$ cat config.mk
export PLATFORM = sky130hd
export DESIGN_NAME = rgo_cmd
export DESIGN_NICKNAME = d
export VERILOG_FILES = /design/src/core/rgo_pkg.sv /design/src/core/rgo_responder.sv /design/src/core/rgo_cmd.sv
export VERILOG_INCLUDE_DIRS = /design/src /design/src/core
export SDC_FILE = /design/constraint.sdc
export NUM_CORES = 1
export LEC_CHECK = 0
export BUFFER_PORTS_ARGS = -buffer_cell sky130_fd_sc_hd__buf_2
export CAP_MARGIN = 20
export CORE_UTILIZATION = 50
export CTS_BUF_LIST = sky130_fd_sc_hd__clkbuf_4
export CTS_CLUSTER_DIAMETER = 30
export CTS_CLUSTER_SIZE = 30
export DETAILED_ROUTE_END_ITERATION = 8
export PLACE_DENSITY = 0.72
export SETUP_SLACK_MARGIN = 0.4
export SLEW_MARGIN = 10
export SYNTH_ARGS = -nofsm -noshare
export SYNTH_HDL_FRONTEND = slang
export SYNTH_HIERARCHICAL = 1
export SYNTH_SLANG_ARGS = --single-unit
export TNS_END_PERCENT = 10
$ cat constraint.sdc
create_clock -name pclk -period 6.6 [get_ports pclk]
set_input_delay 0.33 -clock pclk [delete_from_list [all_inputs] [get_ports pclk]]
set_output_delay 0.33 -clock pclk [all_outputs]
set_load 0.005 [all_outputs]
$ cat src/core/rgo_defs.svh
// Constants of the right-half gain, offset and binning command interpreter
`ifndef RGO_DEFS_SVH
`define RGO_DEFS_SVH

// Command codes
`define RGO_CODE_GAIN    8'h82
`define RGO_CODE_OFFSET  8'h83
`define RGO_CODE_HBIN    8'ha3

// Data lengths carried by the commands
`define RGO_LEN_GAIN     7'h02
`define RGO_LEN_OFFSET   7'h02
`define RGO_LEN_HBIN     7'h01
`define RGO_LEN_NONE     7'h00

// Second header byte: direction flag on top, length below
`define RGO_FLAG_BIT     7
`define RGO_FLAG_READ    1'b1
`define RGO_FLAG_WRITE   1'b0

// Binning encodings
`define RGO_HBIN_OFF     8'h00
`define RGO_HBIN_ON      8'h01

// Reset values of the settings
`define RGO_GAIN_RST     16'h0120
`define RGO_OFFSET_RST   16'h0000
`define RGO_HBIN_RST     1'b0

// Response byte positions
`define RGO_IDX_CODE     2'h0
`define RGO_IDX_HDR      2'h1
`define RGO_IDX_LO       2'h2
`define RGO_IDX_HI       2'h3

// APB register byte addresses
`define RGO_ADDR_CTRL    12'h000
`define RGO_ADDR_GAIN    12'h004
`define RGO_ADDR_OFFSET  12'h008
`define RGO_ADDR_HBIN    12'h00c
`define RGO_ADDR_STATUS  12'h010

// Control register fields
`define RGO_CTRL_EN      0
`define RGO_CTRL_CLR     1
`define RGO_CTRL_RST     1'b1

`endif

$ cat src/core/rgo_pkg.sv
// Types shared by the command interpreter and its response sender
package rgo_pkg;

    // Parser states
    typedef enum logic [1:0] {
        RGO_ST_CODE = 2'b00,
        RGO_ST_HDR  = 2'b01,
        RGO_ST_DATA = 2'b10,
        RGO_ST_RESP = 2'b11
    } rgo_state_e;

    // One response frame
    typedef struct packed {
        logic [7:0]  code;
        logic [6:0]  len;
        logic [15:0] data;
    } rgo_rsp_s;

endpackage : rgo_pkg

$ cat src/core/rgo_responder.sv
// Serialises one read response frame onto the outgoing byte stream
`timescale 1ns/1ps
`include "rgo_defs.svh"

module rgo_responder
    import rgo_pkg::*;
(
    input wire logic pclk,
    input wire logic presetn,
    input wire logic load,
    input wire rgo_rsp_s rsp,
    input wire logic tx_ready,
    output logic tx_valid,
    output logic [7:0] tx_data,
    output logic busy
);

    rgo_rsp_s frame;
    rgo_rsp_s next_frame;
    logic [1:0] idx;
    logic [1:0] next_idx;
    logic next_tx_valid;
    logic [7:0] next_tx_data;
    logic next_busy;

    // Byte at a frame position; data goes low byte first
    function automatic logic [7:0] pick(input rgo_rsp_s f, input logic [1:0] i);
        if (i == `RGO_IDX_CODE) begin
            pick = f.code;
        end else if (i == `RGO_IDX_HDR) begin
            pick = {`RGO_FLAG_WRITE, f.len};
        end else if (i == `RGO_IDX_LO) begin
            pick = f.data[7:0];
        end else begin
            pick = f.data[15:8];
        end
    endfunction : pick

    // Step to the next byte on each accepted one; last byte is header plus len
    always_comb begin
        next_frame = frame;
        next_idx = idx;
        next_tx_valid = tx_valid;
        next_tx_data = tx_data;
        next_busy = busy;
        if (load && !busy) begin
            next_frame = rsp;
            next_idx = `RGO_IDX_CODE;
            next_tx_valid = 1'b1;
            next_tx_data = pick(rsp, `RGO_IDX_CODE);
            next_busy = 1'b1;
        end else if (tx_valid && tx_ready) begin
            if ({6'h00, idx} == {1'b0, frame.len} + 8'h01) begin
                next_tx_valid = 1'b0;
                next_busy = 1'b0;
            end else begin
                next_idx = idx + 2'h1;
                next_tx_data = pick(frame, idx + 2'h1);
            end
        end
    end

    // Registers of the sender
    always_ff @(posedge pclk or negedge presetn) begin
        if (!presetn) begin
            frame <= '0;
            idx <= `RGO_IDX_CODE;
            tx_valid <= 1'b0;
            tx_data <= 8'h00;
            busy <= 1'b0;
        end else begin
            frame <= next_frame;
            idx <= next_idx;
            tx_valid <= next_tx_valid;
            tx_data <= next_tx_data;
            busy <= next_busy;
        end
    end

endmodule : rgo_responder

$ cat src/core/rgo_cmd.sv
// Command interpreter for right-half gain, right-half offset and horizontal binning
// What this block does
// - Gain read, code 0x82 flag 1 length 2, answers code, flag 0, two bytes.
// - Gain write, code 0x82 flag 0 length 2, stores value, sends nothing.
// - Gain bytes travel low byte first, then high byte.
// - Offset read, code 0x83 flag 1 length 2, answers code, flag 0, two bytes.
// - Offset write, code 0x83 flag 0 length 2, stores value, sends nothing.
// - Offset bytes travel low byte first, then high byte.
// - Binning code 0xa3 length 1: read answers one byte, write answers nothing.
// - Binning byte 0x00 means off, 0x01 means on, reported the same way.
//
// Chosen here: register access over APB and the address map.
`timescale 1ns/1ps
`include "rgo_defs.svh"

module rgo_cmd
    import rgo_pkg::*;
(
    input wire logic pclk,
    input wire logic presetn,
    input wire logic psel,
    input wire logic penable,
    input wire logic pwrite,
    input wire logic [11:0] paddr,
    input wire logic [31:0] pwdata,
    output logic [31:0] prdata,
    output logic pready,
    output logic pslverr,
    input wire logic rx_valid,
    input wire logic [7:0] rx_data,
    output logic rx_ready,
    output logic tx_valid,
    output logic [7:0] tx_data,
    input wire logic tx_ready,
    output logic [15:0] gain,
    output logic [15:0] offset,
    output logic hbin_enable
);

    rgo_state_e state;
    rgo_state_e next_state;
    logic [7:0] code;
    logic [7:0] next_code;
    logic [6:0] len;
    logic [6:0] next_len;
    logic [6:0] cnt;
    logic [6:0] next_cnt;
    logic [7:0] low_byte;
    logic [7:0] next_low_byte;
    logic discard;
    logic next_discard;
    logic [15:0] next_gain;
    logic [15:0] next_offset;
    logic next_hbin_enable;
    logic [7:0] err_cnt;
    logic [7:0] next_err_cnt;
    logic rsp_go;
    logic next_rsp_go;
    rgo_rsp_s rsp;
    rgo_rsp_s next_rsp;
    logic next_rx_ready;
    logic ctrl_en;
    logic next_ctrl_en;
    logic [31:0] next_prdata;
    logic next_pready;
    logic next_pslverr;
    logic take;
    logic err_event;
    logic clr_err;
    logic tx_busy;

    // Length that a known command carries; unknown codes give none
    function automatic logic [6:0] expect_len(input logic [7:0] c);
        if (c == `RGO_CODE_GAIN) begin
            expect_len = `RGO_LEN_GAIN;
        end else if (c == `RGO_CODE_OFFSET) begin
            expect_len = `RGO_LEN_OFFSET;
        end else if (c == `RGO_CODE_HBIN) begin
            expect_len = `RGO_LEN_HBIN;
        end else begin
            expect_len = `RGO_LEN_NONE;
        end
    endfunction : expect_len

    assign take = rx_valid && rx_ready;

    // Frame parser and settings
    always_comb begin
        next_state = state;
        next_code = code;
        next_len = len;
        next_cnt = cnt;
        next_low_byte = low_byte;
        next_discard = discard;
        next_gain = gain;
        next_offset = offset;
        next_hbin_enable = hbin_enable;
        next_rsp_go = 1'b0;
        next_rsp = rsp;
        err_event = 1'b0;
        case (state)
            RGO_ST_CODE: begin
                if (take) begin
                    next_code = rx_data;
                    next_state = RGO_ST_HDR;
                end
            end
            RGO_ST_HDR: begin
                if (take) begin
                    next_len = rx_data[6:0];
                    next_cnt = 7'h00;
                    next_discard = (expect_len(code) == `RGO_LEN_NONE)
                        || (rx_data[6:0] != expect_len(code));
                    if (next_discard) begin
                        err_event = 1'b1;
                    end
                    if (rx_data[`RGO_FLAG_BIT] == `RGO_FLAG_READ) begin
                        // Reads carry no data; only a well-formed one is answered
                        if (next_discard) begin
                            next_state = RGO_ST_CODE;
                        end else begin
                            next_rsp.code = code;
                            next_rsp.len = expect_len(code);
                            if (code == `RGO_CODE_GAIN) begin
                                next_rsp.data = gain;
                            end else if (code == `RGO_CODE_OFFSET) begin
                                next_rsp.data = offset;
                            end else begin
                                next_rsp.data = {8'h00, hbin_enable ? `RGO_HBIN_ON
                                    : `RGO_HBIN_OFF};
                            end
                            next_rsp_go = 1'b1;
                            next_state = RGO_ST_RESP;
                        end
                    end else if (rx_data[6:0] == `RGO_LEN_NONE) begin
                        next_state = RGO_ST_CODE;
                    end else begin
                        next_state = RGO_ST_DATA;
                    end
                end
            end
            RGO_ST_DATA: begin
                // Bad writes still swallow their data bytes to stay in frame
                if (take) begin
                    next_cnt = cnt + 7'h01;
                    if (cnt == 7'h00) begin
                        next_low_byte = rx_data;
                    end
                    if (next_cnt == len) begin
                        next_state = RGO_ST_CODE;
                        if (!discard) begin
                            if (code == `RGO_CODE_GAIN) begin
                                next_gain = {rx_data, low_byte};
                            end else if (code == `RGO_CODE_OFFSET) begin
                                next_offset = {rx_data, low_byte};
                            end else if (rx_data == `RGO_HBIN_ON) begin
                                next_hbin_enable = 1'b1;
                            end else if (rx_data == `RGO_HBIN_OFF) begin
                                next_hbin_enable = 1'b0;
                            end else begin
                                err_event = 1'b1;
                            end
                        end
                    end
                end
            end
            RGO_ST_RESP: begin
                // Input held off until the whole response has left
                if (!rsp_go && !tx_busy) begin
                    next_state = RGO_ST_CODE;
                end
            end
            default: begin
                next_state = RGO_ST_CODE;
            end
        endcase
        next_rx_ready = ctrl_en && (next_state != RGO_ST_RESP);
    end

    // Error counter: a clear in the same cycle as a new error leaves a count of one
    always_comb begin
        if (clr_err) begin
            next_err_cnt = {7'h00, err_event};
        end else if (err_event && err_cnt != 8'hff) begin
            next_err_cnt = err_cnt + 8'h01;
        end else begin
            next_err_cnt = err_cnt;
        end
    end

    // Parser registers
    always_ff @(posedge pclk or negedge presetn) begin
        if (!presetn) begin
            state <= RGO_ST_CODE;
            code <= 8'h00;
            len <= `RGO_LEN_NONE;
            cnt <= 7'h00;
            low_byte <= 8'h00;
            discard <= 1'b0;
            gain <= `RGO_GAIN_RST;
            offset <= `RGO_OFFSET_RST;
            hbin_enable <= `RGO_HBIN_RST;
            err_cnt <= 8'h00;
            rsp_go <= 1'b0;
            rsp <= '0;
            rx_ready <= 1'b0;
        end else begin
            state <= next_state;
            code <= next_code;
            len <= next_len;
            cnt <= next_cnt;
            low_byte <= next_low_byte;
            discard <= next_discard;
            gain <= next_gain;
            offset <= next_offset;
            hbin_enable <= next_hbin_enable;
            err_cnt <= next_err_cnt;
            rsp_go <= next_rsp_go;
            rsp <= next_rsp;
            rx_ready <= next_rx_ready;
        end
    end

    // Read responses go out through a separate sender
    rgo_responder u_responder (
        .pclk(pclk),
        .presetn(presetn),
        .load(rsp_go),
        .rsp(rsp),
        .tx_ready(tx_ready),
        .tx_valid(tx_valid),
        .tx_data(tx_data),
        .busy(tx_busy)
    );

    // APB slave: one wait state so that read data and pready come from flops
    always_comb begin
        next_pready = psel && penable && !pready;
        next_prdata = prdata;
        next_pslverr = 1'b0;
        next_ctrl_en = ctrl_en;
        clr_err = 1'b0;
        if (next_pready) begin
            next_prdata = 32'h0000_0000;
            if (paddr == `RGO_ADDR_CTRL) begin
                next_prdata[`RGO_CTRL_EN] = ctrl_en;
            end else if (paddr == `RGO_ADDR_GAIN) begin
                next_prdata[15:0] = gain;
            end else if (paddr == `RGO_ADDR_OFFSET) begin
                next_prdata[15:0] = offset;
            end else if (paddr == `RGO_ADDR_HBIN) begin
                next_prdata[0] = hbin_enable;
            end else if (paddr == `RGO_ADDR_STATUS) begin
                next_prdata = {21'h000000, tx_busy, state, err_cnt};
            end else begin
                next_pslverr = 1'b1;
            end
        end
        // Control write lands on the edge that completes the transfer, not a cycle early
        if (psel && penable && pready && pwrite && (paddr == `RGO_ADDR_CTRL)) begin
            next_ctrl_en = pwdata[`RGO_CTRL_EN];
            clr_err = pwdata[`RGO_CTRL_CLR];
        end
    end

    // APB registers
    always_ff @(posedge pclk or negedge presetn) begin
        if (!presetn) begin
            prdata <= 32'h0000_0000;
            pready <= 1'b0;
            pslverr <= 1'b0;
            ctrl_en <= `RGO_CTRL_RST;
        end else begin
            prdata <= next_prdata;
            pready <= next_pready;
            pslverr <= next_pslverr;
            ctrl_en <= next_ctrl_en;
        end
    end

endmodule : rgo_cmd

After elaboration in Yosys (flattened, before gate mapping):

Cells that the tools add are included.
Widths: inputs -> output; s select.

* bits in registers: 184
* RAM bits: 0
* word-level logic and storage cells: 155
* ROM bits: 0
* memories: 0
* bits in latches: 0

* equal/unequal tests: 21
* add/sub/neg operators: 4
* mux-type cells: 64
* div/mod/pow operators: 0
* reduce and logical (&&, ||, !) cells: 37
* bitwise logic cells: 4
* $mul: 0
* magnitude comparators: 0
* shift operators: 0

Operators by type and width (count)
* $mux 16: 4
* $mux 8: 8
* $mux 31: 1
* $mux 1: 29
* $mux 7: 4
* $mux 2: 13
* $eq 12x4->1 const B: 2
* $eq 8x8->1 const B: 3
* $logic_not 7->1: 3
* $pmux 7 s2: 1
* $eq 12x3->1 const B: 1
* $eq 12x5->1 const B: 1
* $logic_not 12->1: 1
* $logic_and 1x1->1: 11
* $mux 11: 1
* $mux 10: 1
* $reduce_bool 2->1: 5
* $add 7x1->8 const B: 1
* $add 8x1->8 const B: 1
* $eq 2x8->1: 1
* $eq 8x1->1 const B: 1
* $logic_not 8->1: 1
* $ne 8x8->1 const B: 1
* $pmux 2 s4: 1
* other kinds (19): 34

Longest topological paths before layout:

Gate-level depths: netlist of run 1.

* depth in word-level cells: 14
* mapped depth: 9
* depth with buffers taken out: 8

Hierarchy:

Netlist of run 1, hierarchy kept.

Modules (own cells, without submodules)
* rgo_cmd: times used 1, area an instance 5958.2 um2, cells each 530, sequential area each 3031.7 um2
* rgo_responder: times used 1, area an instance 2124.5 um2, cells each 235, sequential area each 1051.0 um2

Least setup slack after synthesis of run 1:

OpenSTA, ideal clock, no wires.

* path type: register -> register
* start: register cnt[0]
* end: register gain[10]
* path buffers: 2
* data arrival time: 2.418 ns
* data required time: 6.475 ns
* path slack: 4.057 ns
* stages on the path, launching flop included: 10
* cells stage by stage: dfrtp_1 ha_1 buf_2 nand3_2 o21ai_0 nand4_2 or3_4 nor3_4 buf_8 mux2_4

* word-level cells in the longest chain between the ends: 3

Ends and longest elaborated chain
* start, declared: RTL line rgo_cmd.sv:46 `logic [6:0] cnt;`
* start signal, assigned: RTL line rgo_cmd.sv:211 `cnt <= next_cnt;`
* $add 7x1->7: RTL line rgo_cmd.sv:145 `next_cnt = cnt + 7'h01;`
* $eq 7x7->1: RTL line rgo_cmd.sv:149 `if (next_cnt == len) begin`
* $reduce_and 5->1 (no source line)
* end signal, assigned: RTL line rgo_cmd.sv:200 `` gain <= `RGO_GAIN_RST; ``
* end signal, assigned: RTL line rgo_cmd.sv:214 `gain <= next_gain;`
* end, declared: RTL line rgo_cmd.sv:35 `output logic [15:0] gain,`

Every way passes these cells.
A chain may end at the register's enable or synchronous reset.

Final worst setup path of run 1:

* start: register cnt[0]
* end: register gain[14]

The elaborated chain is that of the path after synthesis.

==> impl_metrics.env, run 1 <==
export IMPL_max_slew_margin_rel_pct=25.8
export IMPL_synth_edf_count=0
export IMPL_fp_row_count=46
export IMPL_die_area_um2=16700
export IMPL_cts_buffers=17
export IMPL_nNetsFinal=921
export IMPL_grt_max_degree=100
export IMPL_ys_seq_elements=163
export IMPL_dieHeight_um=129
export IMPL_antenna_found_initial=0
export IMPL_slew_viol_final=0
export IMPL_hold_viol=0
export IMPL_timing_final_crit_share_pct=50.3
export IMPL_final_setup_viol_count=0
export IMPL_synth_cells=765
export IMPL_synthFlopType="dfrtp_1"
export IMPL_wl_per_cell_um=17.1
export IMPL_grt_pass1_vias=5746
export IMPL_start_kind="register"
export IMPL_seqPwrFrac_pct=55.7
export IMPL_r2r_setup_slack_ns=3.28
export IMPL_ant_nets=0
export IMPL_critPathRequiredTime_ns=7.05
export IMPL_routed_via_density=5.58
export IMPL_dpl_worst_slack_ns=3.31
export IMPL_core_um2=15800
export IMPL_grt_ovfl_total=0
export IMPL_die_w_um=129
export IMPL_synth_top_area_share_pct=49.5
export IMPL_hp_start="rx_data[0]"
export IMPL_clock_sinks=163
export IMPL_rsz0062_at_grt="false"
export IMPL_worst_pin_slew_ns=1.11
export IMPL_dr_pass1_iters=7
export IMPL_post_route_util_pct=56.9
export IMPL_drcViolationCount=0
export IMPL_hold_end="len[0]$_DFFE_PN0P_"
export IMPL_max_vdd_ir_drop_mv=0.249
export IMPL_ys_seq_area_share_pct=50.5
export IMPL_sw_frac_of_total_pct=23.6
export IMPL_synth_area_um2=8080
export IMPL_met1_usage_pct=32.6
export IMPL_worstHoldPathCells=2
export IMPL_grt_use_met2_pct=37.1
export IMPL_ys_async_sr_fraction_pct=100
export IMPL_rr_worst_depth=7
export IMPL_p_int_mw=1.40
export IMPL_n_antenna_cell=0
export IMPL_fin_skew_ns=0.0130
export IMPL_avgSynthCellArea_um2=10.6
export IMPL_yosysUniqueCellTypes=72
export IMPL_layout_drive_gt1_share_pct=25.4
export IMPL_nFillCells=1374
export IMPL_outcome="completed"
export IMPL_powerDensity_nw_per_um2=204
export IMPL_rr_startpoint="cnt[0]$_DFFE_PN0P_"
export IMPL_fin_crit_ns=3.32
export IMPL_postCtsSetupBuffers=0
export IMPL_synth_top_cell_by_area="dfrtp_1"
export IMPL_first_iter_violations=410
export IMPL_wirelength_mm=18.5
export IMPL_yosysWarnings=6
export IMPL_worstPathArrival_ns=3.76
export IMPL_use_met3_pct=5.37
export IMPL_p_sw_mw=0.432
export IMPL_hold_class="input pin to register"
export IMPL_reg2reg_to="gain[14]$_DFFE_PN0P_"
export IMPL_power_total_mw=1.83
export IMPL_cts_buffer_depth=2
export IMPL_gp_congestion=0.901
export IMPL_synth_area_top_cells="dfrtp_1 (50%), mux2_2 (7.8%), nand2_1 (7.3%), mux2_4 (3.2%), mux2i_1 (2.5%)"
export IMPL_busiest_layer="met2"
export IMPL_cts_clk_slew_worst_paths_ns=0.14
export IMPL_start_util_pct=51.1
export IMPL_p_comb_share_pct=6.8
export IMPL_crit_path_end_kind="register"
export IMPL_setup_slack_ns=3.28
export IMPL_power_frac_clock_pct=37.4
export IMPL_cts_max_level=4
export IMPL_path_class="register to register"
export IMPL_cp_max_fo=16
export IMPL_max_freq_mhz=301
export IMPL_p_leak_nw=4.42
export IMPL_grtUsageTotal_pct=23.7
export IMPL_grt_pass1_wl_mm=30.2
export IMPL_route_vias_total=6024
export IMPL_cts_tree="done"
export IMPL_ios=136
export IMPL_clk_latency_ns=0.55
export IMPL_hpwl_mm=12.5
export IMPL_fin_setup_tns_ns=0
export IMPL_hold_slack_ns=0.173
export IMPL_port_buffers=89
export IMPL_cts_root_buf="clkbuf_4"
export IMPL_syn_to_final_growth_pct=11.4
export IMPL_max_cap_violations=0
==> state kept, by name, indices dropped and copies added, names as in the netlist <==
| register | cells |
|---|---|
| err_cnt | 8 |
| code | 8 |
| u_responder/idx | 2 |
| pslverr | 1 |
| u_responder/tx_data | 8 |
| hbin_enable | 1 |
| u_responder/busy | 1 |
| gain | 16 |
| ctrl_en | 1 |
| low_byte | 8 |
| u_responder/frame | 31 |
| len | 7 |
| pready | 1 |
| rx_ready | 1 |
| offset | 16 |
| discard | 1 |
| state | 2 |
| rsp | 26 |
| rsp_go | 1 |
| prdata | 16 |
| cnt | 7 |
==> power groups by stage <==
stage | registers [mW] | logic, mW | clock network, mW
2_1_floorplan | 1.04 | 0.0698 | 0
3_3_place_gp | 1.04 | 0.123 | 0
3_5_place_dp | 1.04 | 0.125 | 0
4_1_cts | 1.02 | 0.127 | 0.705
5_1_grt | 1.02 | 0.141 | 0.744
6_report | 1.02 | 0.125 | 0.686
==> kinds of logic (layout without fill, tap and decap cells) <==
logic type | Yosys count | after routing | share of synthesized area (%)
compound gates | 132 | 132 | 11.3
xor+xnor | 10 | 10 | 1.08
fa+ha+maj | 12 | 12 | 1.86
buf+inv | 65 | 143 | 4.32
flops | 163 | 163 | 50.5
mux | 93 | 93 | 13.4
other cells | 1 | 21 | 0.0464
simple gates | 289 | 289 | 17.4
==> how the worst max path moves through the flow <==
| stage | start | endpoint | slack (ns) | cells after the start |
|---|---|---|---|---|
| final | cnt[0]$_DFFE_PN0P_ | gain[14]$_DFFE_PN0P_ | 3.28 | 7 |
| after detailed placement | cnt[0]$_DFFE_PN0P_ | gain[2]$_DFFE_PN0P_ | 3.31 | 7 |
| after CTS | cnt[0]$_DFFE_PN0P_ | gain[1]$_DFFE_PN0P_ | 3.28 | 7 |
| after global placement | cnt[0]$_DFFE_PN0P_ | gain[2]$_DFFE_PN0P_ | 3.34 | 7 |
| after global routing | cnt[0]$_DFFE_PN0P_ | gain[13]$_DFFE_PN0P_ | 3.05 | 7 |
| after floorplan | cnt[0]$_DFFE_PN0P_ | gain[10]$_DFFE_PN0P_ | 4.06 | 9 |
==> layer usage <==
layer  up-vias  wire length [µm]
li1       2859                 -
met1      2944              8190
met2       192              8720
met3        29              1090
met4         0               467
met5         -                 0
==> layout make-up <==
type / instances / area (µm²) / share of cell area (%)
flip-flops and latches: 163 / 4080 / 45.4
multi-input cells: 557 / 3730 / 41.4
repair buffers: 98 / 531 / 5.89
well taps: 216 / 270 / 3.00
clock inverters: 15 / 214 / 2.38
clock buffers: 17 / 128 / 1.42
inverters: 13 / 48.8 / 0.542
==> worst max-delay path, stage by stage (launching register included) <==
cell	delay, ns
dfrtp_1	0.50
ha_1	0.35
nand3_2	0.15
o21ai_0	0.23
nand4_2	0.21
or3_4	0.44
nor3_4	0.90
mux2_2	0.42
==> what timing repair did <==
item,4_1_cts,5_1_grt
hold endpoints to repair,98,0
hold buffers,3,0
gates resized for setup,0,0
endpoints found under the setup margin,0,0
==> placed cells by master (no fill, tap or decap), drive strengths merged, types with 3 or more instances in the layout <==
cell type,n
a211o,3
mux2,73
nor3b,3
nand2b,17
nor3,8
mux2i,20
inv,13
clkinv,9
nor2,30
xnor2,6
nand3,18
dlygate4sd3,3
clkbuf,17
nor4,6
o211ai,11
o31ai,19
dfrtp,160
and2,7
a222oi,10
a21oi,23
conb,21
dfstp,3
nand4,9
and4,3
nand3b,3
nand2,158
nor2b,3
or4b,3
and3,3
buf,95
a22oi,6
bufinv,5
o21a,4
xor2,4
o21ai,32
or3,7
ha,12
==> metrics by stage <==
step,std cells,instance area (µm²)
floorplan,785,8160
global placement,1043,8620
detailed placement,1043,8620
CTS,1078,8990
global route,1079,9000
finish,1079,9000
==> Yosys cell counts (all sizes together), types with 3 or more instances <==
master	n
nand3b	3
mux2i	20
xor2	4
o21ai	32
dfrtp	160
nor4	6
nand2b	17
nor2	30
nor2b	3
a211o	3
xnor2	6
and4	3
or3	7
o31ai	19
nand2	158
buf	37
a21oi	23
dfstp	3
nor3b	3
nand4	9
nor3	8
clkbuf	15
and3	3
nand3	18
a22oi	6
o211ai	11
and2	7
or4b	3
a222oi	10
ha	12
inv	13
o21a	4
mux2	73
Note: power is estimated with default switching activity, not from simulation.
==> inputs of run 2 (changes only) <==
--- a/config.mk
+++ b/config.mk
@@ -6,6 +6,7 @@
 export SDC_FILE = /design/constraint.sdc
 export NUM_CORES = 1
 export LEC_CHECK = 0
+export ABC_AREA = 1
 export BUFFER_PORTS_ARGS = -buffer_cell sky130_fd_sc_hd__buf_2
 export CAP_MARGIN = 20
 export CORE_UTILIZATION = 50
@@ -13,7 +14,7 @@
 export CTS_CLUSTER_DIAMETER = 30
 export CTS_CLUSTER_SIZE = 30
 export DETAILED_ROUTE_END_ITERATION = 8
-export PLACE_DENSITY = 0.72
+export PLACE_DENSITY = 0.75
 export SETUP_SLACK_MARGIN = 0.4
 export SLEW_MARGIN = 10
 export SYNTH_ARGS = -nofsm -noshare
==> constraint.sdc (replaced) <==
create_clock -name pclk -period 3 [get_ports pclk]
set_input_delay 0.15 -clock pclk [delete_from_list [all_inputs] [get_ports pclk]]
set_output_delay 0.15 -clock pclk [all_outputs]
set_load 0.005 [all_outputs]
==> run 2 against run 1 <==
  * Final cell count up 25%
  * Largest power group unchanged
  * Die area is 3.9% higher
  * Routed wire length up 11%
==> impl_metrics.env, run 2 <==
export IMPL_ys_async_sr_fraction_pct=100
export IMPL_max_vdd_ir_drop_mv=0.442
export IMPL_fin_skew_ns=0.0174
export IMPL_final_setup_viol_count=0
export IMPL_hold_end="gain[8]$_DFFE_PN1P_"
export IMPL_antenna_found_initial=1
export IMPL_hold_class="input pin to register"
export IMPL_cp_common_cell="nand2_1"
export IMPL_die_area_um2=17300
export IMPL_synth_area_top_cells="dfrtp_1 (48%), nand2_1 (13%), inv_1 (6.2%), o21ai_0 (4.8%), nand3_1 (4.5%)"
export IMPL_rsz0062_at_grt="true"
export IMPL_wirelength_mm=20.5
export IMPL_cts_buffers=17
export IMPL_worstHoldPathCells=3
export IMPL_avgSynthCellArea_um2=8.28
export IMPL_yosys_top_cells_count="nand2_1 (285), dfrtp_1 (160), inv_1 (139)"
export IMPL_hold_slack_ns=0.0415
export IMPL_hold_viol=0
export IMPL_first_iter_violations=561
export IMPL_ios=136
export IMPL_hpwl_mm=14.7
export IMPL_largest_register="u_responder/frame"
export IMPL_nNetsFinal=1183
export IMPL_outcome="completed"
export IMPL_powerDensity_nw_per_um2=598
export IMPL_port_buffers=89
export IMPL_postCtsSetupBuffers=0
export IMPL_cts_clk_slew_worst_paths_ns=0.14
export IMPL_start_util_pct=50.9
export IMPL_core_um2=16500
export IMPL_route_vias_total=7036
export IMPL_seqCellArea_um2=4080
export IMPL_clk_latency_ns=0.58
export IMPL_reg2reg_to="rsp[6]$_DFFE_PN0P_"
export IMPL_cp_max_fo=34
export IMPL_synth_cells=1015
export IMPL_yosysMostFrequentCell="nand2_1"
export IMPL_rr_startpoint="code[5]$_DFFE_PN0P_"
export IMPL_max_freq_mhz=411
export IMPL_layout_drive_gt1_share_pct=18.5
export IMPL_cts_max_level=4
export IMPL_dieHeight_um=132
export IMPL_hp_start="rx_data[0]"
export IMPL_power_frac_clock_pct=20.9
export IMPL_cts_tree="done"
export IMPL_syn_to_final_growth_pct=10.6
export IMPL_fin_setup_tns_ns=0
export IMPL_timing_final_crit_share_pct=81.1
export IMPL_synth_top_cell_by_area="dfrtp_1"
export IMPL_gp_congestion=0.877
export IMPL_p_comb_share_pct=29.3
export IMPL_clock_sinks=163
export IMPL_sw_frac_of_total_pct=38.9
export IMPL_largest_register_ffs=31
export IMPL_worst_pin_slew_ns=0.704
export IMPL_top_regs="u_responder/frame x31, rsp x26"
export IMPL_drcViolationCount=0
export IMPL_layout_common_cells="nand2_1 (284), dfrtp_1 (160), inv_1 (139)"
export IMPL_synth_edf_count=0
export IMPL_seqPwrFrac_pct=49.8
export IMPL_critPathRequiredTime_ns=3.52
export IMPL_crit_path_end_kind="register"
export IMPL_fp_row_count=47
export IMPL_slew_viol_final=0
export IMPL_rr_worst_depth=13
export IMPL_grt_ovfl_total=0
export IMPL_final_common_cell="nand2_1"
export IMPL_synthFlopType="dfrtp_1"
export IMPL_max_cap_violations=0
export IMPL_nFillCells=1549
export IMPL_yosysWarnings=6
export IMPL_ys_seq_elements=163
export IMPL_cts_buffer_depth=2
export IMPL_grt_max_degree=79
export IMPL_p_int_mw=3.39
export IMPL_cts_root_buf="clkbuf_4"
export IMPL_r2r_setup_slack_ns=0.57
export IMPL_fin_crit_ns=2.43
export IMPL_path_buf_inv=3
export IMPL_die_w_um=132
export IMPL_grtUsageTotal_pct=25.1
export IMPL_crit_family="simple AND/OR/NAND/NOR gates"
export IMPL_yosysUniqueCellTypes=45
export IMPL_ys_seq_area_share_pct=48.6
export IMPL_path_cells="nor2_1 > inv_1 > nor2_1 > nand2_1 > nand2_1 > nand2_1 > nand3_2 > nor2_1 > nand2_1 > clkinv_2 > o211ai_1 > o21ai_0 > inv_1"
export IMPL_start_kind="register"
export IMPL_multiInputGateArea_um2=3490
export IMPL_p_sw_mw=2.16
export IMPL_dr_pass1_iters=5
export IMPL_synth_area_um2=8410
export IMPL_critPathMaxStageDelay_ns=0.44
export IMPL_grt_pass1_wl_mm=34.1
export IMPL_path_class="register to register"
export IMPL_p_leak_nw=4.94
export IMPL_max_slew_margin_rel_pct=53.1
export IMPL_grt_pass1_vias=6624
export IMPL_wl_per_cell_um=15.3
export IMPL_worstPathArrival_ns=2.95
export IMPL_ant_nets=0
export IMPL_synth_top_area_share_pct=47.6
export IMPL_cp_slowest_cell="dfrtp_1"
export IMPL_routed_via_density=5.23
[run 2: layout make-up]
class	instances	share of cell area, %
diodes	1	0.0269
clock buffers	17	1.37
clock inverters	15	1.20
inverters	146	5.91
multi-input cells	674	37.6
flip-flops and latches	163	43.9
well taps	220	2.96
repair buffers	110	7.01
[run 2: per-stage QoR]
stage          instance area [µm²]  instances  setup WS, ns  power, mW  util [%]
2_1_floorplan                 8480       1035         0.952       3.98         -
3_3_place_gp                  8930       1301         0.670       4.34      54.0
3_5_place_dp                  8930       1301         0.557       4.42      54.0
4_1_cts                       9290       1345         0.544       5.57      56.2
5_1_grt                       9290       1346         0.294       5.97      56.2
6_report                      9290       1346         0.567       5.55      56.2
[run 2: tightest hold or removal path, delay by kind of cell]
kind | cells | cell delay [ns]
AOI/OAI and AO/OA | 1 | 0.10
buffers and inverters | 2 | 0.39
[run 2: kinds of logic after synthesis]
| kind of cell | share of synthesized area (%) |
|---|---|
| compound gates | 11.8 |
| xor+xnor | 0.625 |
| fa+ha+maj | 1.79 |
| buf+inv | 10.8 |
| flops | 48.6 |
| mux | 1.21 |
| other cells | 0.0446 |
| simple gates | 25.1 |
[run 2: metal layers]
metal / GRT usage [%] / share of wire (%) / up-vias / wire (µm)
met4: 7.75 / 1.7 / 0 / 344
met5: 0 / 0 / - / 0
li1: - / - / 3435 / -
met2: 39.1 / 47 / 243 / 9680
met3: 4.24 / 5.5 / 27 / 1140
met1: 35.9 / 46 / 3331 / 9370
[run 2: timing repair]
action | in CTS | in global routing
resized for setup | 0 | 2
endpoints found under the setup margin | 0 | 24
endpoints found under the hold margin | 111 | 0
hold buffers | 12 | 0
[run 2: worst max-delay path by stage]
| stage | startpoint | end | slack, ns | cells past startpoint |
|---|---|---|---|---|
| 4_1_cts | cnt[0]$_DFFE_PN0P_ | err_cnt[3]$_DFFE_PN0P_ | 0.54 | 13 |
| 6_report | code[5]$_DFFE_PN0P_ | rsp[6]$_DFFE_PN0P_ | 0.57 | 13 |
| 5_1_grt | code[5]$_DFFE_PN0P_ | rsp[2]$_DFFE_PN0P_ | 0.29 | 13 |
| 3_3_place_gp | cnt[0]$_DFFE_PN0P_ | offset[5]$_DFFE_PN0P_ | 0.67 | 9 |
| 2_1_floorplan | cnt[0]$_DFFE_PN0P_ | gain[9]$_DFFE_PN0P_ | 0.95 | 10 |
| 3_5_place_dp | paddr[1] | err_cnt[7]$_DFFE_PN0P_ | 0.56 | 10 |
[run 2: power groups by stage]
stage	sequential (mW)	combinational, mW	clock (mW)
after floorplan	2.74	1.24	0
after global placement	2.79	1.55	0
after detailed placement	2.80	1.61	0
after CTS	2.76	1.63	1.19
after global routing	2.81	1.88	1.28
final	2.76	1.63	1.16
==> inputs of run 3 (changes only) <==
==> constraint.sdc (replaced) <==
create_clock -name pclk -period 2.2 [get_ports pclk]
set_input_delay 0.11 -clock pclk [delete_from_list [all_inputs] [get_ports pclk]]
set_output_delay 0.11 -clock pclk [all_outputs]
set_load 0.005 [all_outputs]
==> run 3 against run 2 <==
  * Clock power increased by 47%
  * Sequential share of layout area fell by 3.9 points
  * Clock skew grew 0.012 ns
  * Combinational power increased by 66%
  * Critical path depth down 2
  * Final cell count is 3.0% higher
  * Register-to-register slack got worse by 0.47 ns
  * Flip-flop and latch count unchanged
  * Via count grew 5.8%
  * Worst setup slack got worse by 0.47 ns
  * Global-route usage rose by 0.26 points
==> impl_metrics.env, run 3 (synthesis gave the netlist of run 2 again) <==
export IMPL_r2r_setup_slack_ns=0.1
export IMPL_p_leak_nw=5.28
export IMPL_ant_nets=0
export IMPL_max_vdd_ir_drop_mv=0.491
export IMPL_final_cells=1387
export IMPL_die_w_um=132
export IMPL_routed_via_density=5.37
export IMPL_nFillCells=1406
export IMPL_wirelength_mm=22.1
export IMPL_path_class="register to register"
export IMPL_n_antenna_cell=0
export IMPL_cp_slowest_cell="dfrtp_2"
export IMPL_rsz0062_at_grt="true"
export IMPL_crit_path_end_kind="register"
export IMPL_post_route_util_pct=61.7
export IMPL_max_cap_violations=0
export IMPL_final_setup_viol_count=0
export IMPL_cts_tree="done"
export IMPL_layout_drive_gt1_share_pct=27.3
export IMPL_cts_buffers=17
export IMPL_dr_pass1_iters=8
export IMPL_fin_crit_ns=2.10
export IMPL_dpl_worst_slack_ns=0.0374
export IMPL_ios=136
export IMPL_first_iter_violations=694
export IMPL_core_um2=16500
export IMPL_placed_cells=1325
export IMPL_critPathMaxStageDelay_ns=0.47
export IMPL_slew_viol_final=0
export IMPL_cts_max_level=4
export IMPL_hold_class="input pin to asynchronous set/reset pin"
export IMPL_gp_congestion=0.900
export IMPL_hold_slack_ns=0.0298
export IMPL_path_cells="buf_4 > nand3_4 > nand2_2 > nand3b_1 > nand2_1 > or3_4 > nor2_4 > nand3_4 > buf_16 > nand2_4 > o21ai_2"
export IMPL_max_slew_margin_rel_pct=64.7
export IMPL_route_vias_total=7445
export IMPL_final_cell_area_um2=10200
export IMPL_timing_final_crit_share_pct=95.5
export IMPL_grt_ovfl_total=0
export IMPL_clk_latency_ns=0.59
export IMPL_nNetsFinal=1225
export IMPL_port_buffers=89
export IMPL_largest_register_ffs=31
export IMPL_fin_skew_ns=0.0296
export IMPL_hold_viol=0
export IMPL_outcome="completed"
export IMPL_clock_sinks=163
export IMPL_layout_common_cells="nand2_1 (247), dfrtp_1 (156), inv_1 (135)"
export IMPL_max_freq_mhz=476
export IMPL_power_total_mw=8.23
export IMPL_cts_buffer_depth=2
export IMPL_cp_common_cell="nand3_4"
export IMPL_die_area_um2=17300
export IMPL_drcViolationCount=0
export IMPL_start_kind="register"
export IMPL_powerDensity_nw_per_um2=806
export IMPL_critPathRequiredTime_ns=2.69
export IMPL_hpwl_mm=15.2
export IMPL_path_buf_inv=2
export IMPL_dieHeight_um=132
export IMPL_grt_pass1_vias=6874
export IMPL_crit_family="simple AND/OR/NAND/NOR gates"
export IMPL_cts_clk_slew_worst_paths_ns=0.15
export IMPL_largest_register="u_responder/frame"
export IMPL_wl_per_cell_um=15.9
export IMPL_cts_root_buf="clkbuf_4"
export IMPL_placed_cell_area_um2=9200
export IMPL_fin_setup_tns_ns=0
export IMPL_grt_max_degree=56
export IMPL_antenna_found_initial=0
export IMPL_final_common_cell="nand2_1"
export IMPL_start_util_pct=50.9
export IMPL_worst_pin_slew_ns=0.530
export IMPL_grt_pass1_wl_mm=34.6
export IMPL_worstPathArrival_ns=2.59
export IMPL_cp_max_fo=32
export IMPL_top_regs="u_responder/frame x31, rsp x26"
export IMPL_grtUsageTotal_pct=25.4
export IMPL_syn_to_final_growth_pct=21.4
export IMPL_fp_row_count=47
export IMPL_setup_slack_ns=0.0995
## run 3: changes by cell type in the layout (fill, tap and decap cells not counted), sizes merged, moves of 2 or more
cell,before,now
buf,98,132
inv,148,155
dlygate4sd3,12,17
clkinv,8,4
clkinvlp,5,3
## run 3: per-layer routing
layer  vias to the layer above  part of all wire (%)  global-route usage, %
met5                         -                     0                      0
met4                         0                   1.7                   6.72
met3                        42                   6.7                   5.75
met2                       302                    49                   40.2
met1                      3582                    43                   35.1
li1                       3519                     -                      -
## run 3: repair_timing
item,CTS,global route
pin swaps,0,38
endpoints found under the setup margin,66,97
hold endpoints to repair,208,0
hold buffers,18,0
setup buffers,4,6
gates cloned,0,2
gates resized for setup,6,135
## run 3: worst paths after layout
check	from	endpoint	cells after the start
worst max-delay path	cnt[0]$_DFFE_PN0P_	offset[7]$_DFFE_PN0P_	11
worst min-delay path	presetn	u_responder/idx[1]$_DFFE_PN0P_	2
worst max register to register	cnt[0]$_DFFE_PN0P_	offset[7]$_DFFE_PN0P_	11
worst min register to register	rsp[26]$_DFFE_PN0P_	rsp[26]$_DFFE_PN0P_	2
max in group asynchronous	presetn	gain[8]$_DFFE_PN1P_	3
min in group pclk	rx_valid	hbin_enable$_DFFE_PN0P_	6
## run 3: worst reg2reg max path: stages, from the launching register on
cell	delay [ns]
dfrtp_2	0.47
buf_4	0.16
nand3_4	0.09
nand2_2	0.06
nand3b_1	0.10
nand2_1	0.06
or3_4	0.39
nor2_4	0.17
nand3_4	0.11
buf_16	0.22
nand2_4	0.12
o21ai_2	0.05
## run 3: final cells by class
class,instances,area [µm²],area share (%)
Sequential cell,163,4090,40.1
Multi-Input combinational cell,674,3900,38.3
Timing Repair Buffer,151,1090,10.7
Inverter,146,558,5.47
Tap cell,220,275,2.70
Clock inverter,15,141,1.39
Clock buffer,17,128,1.25
Timing Repair inverter,1,16.3,0.159
## run 3: where the power goes
part	switching, mW	leakage, nW	internal, mW
clock network	1.21	0.140	0.501
registers	0.388	2.17	3.41
logic	1.65	2.97	1.07
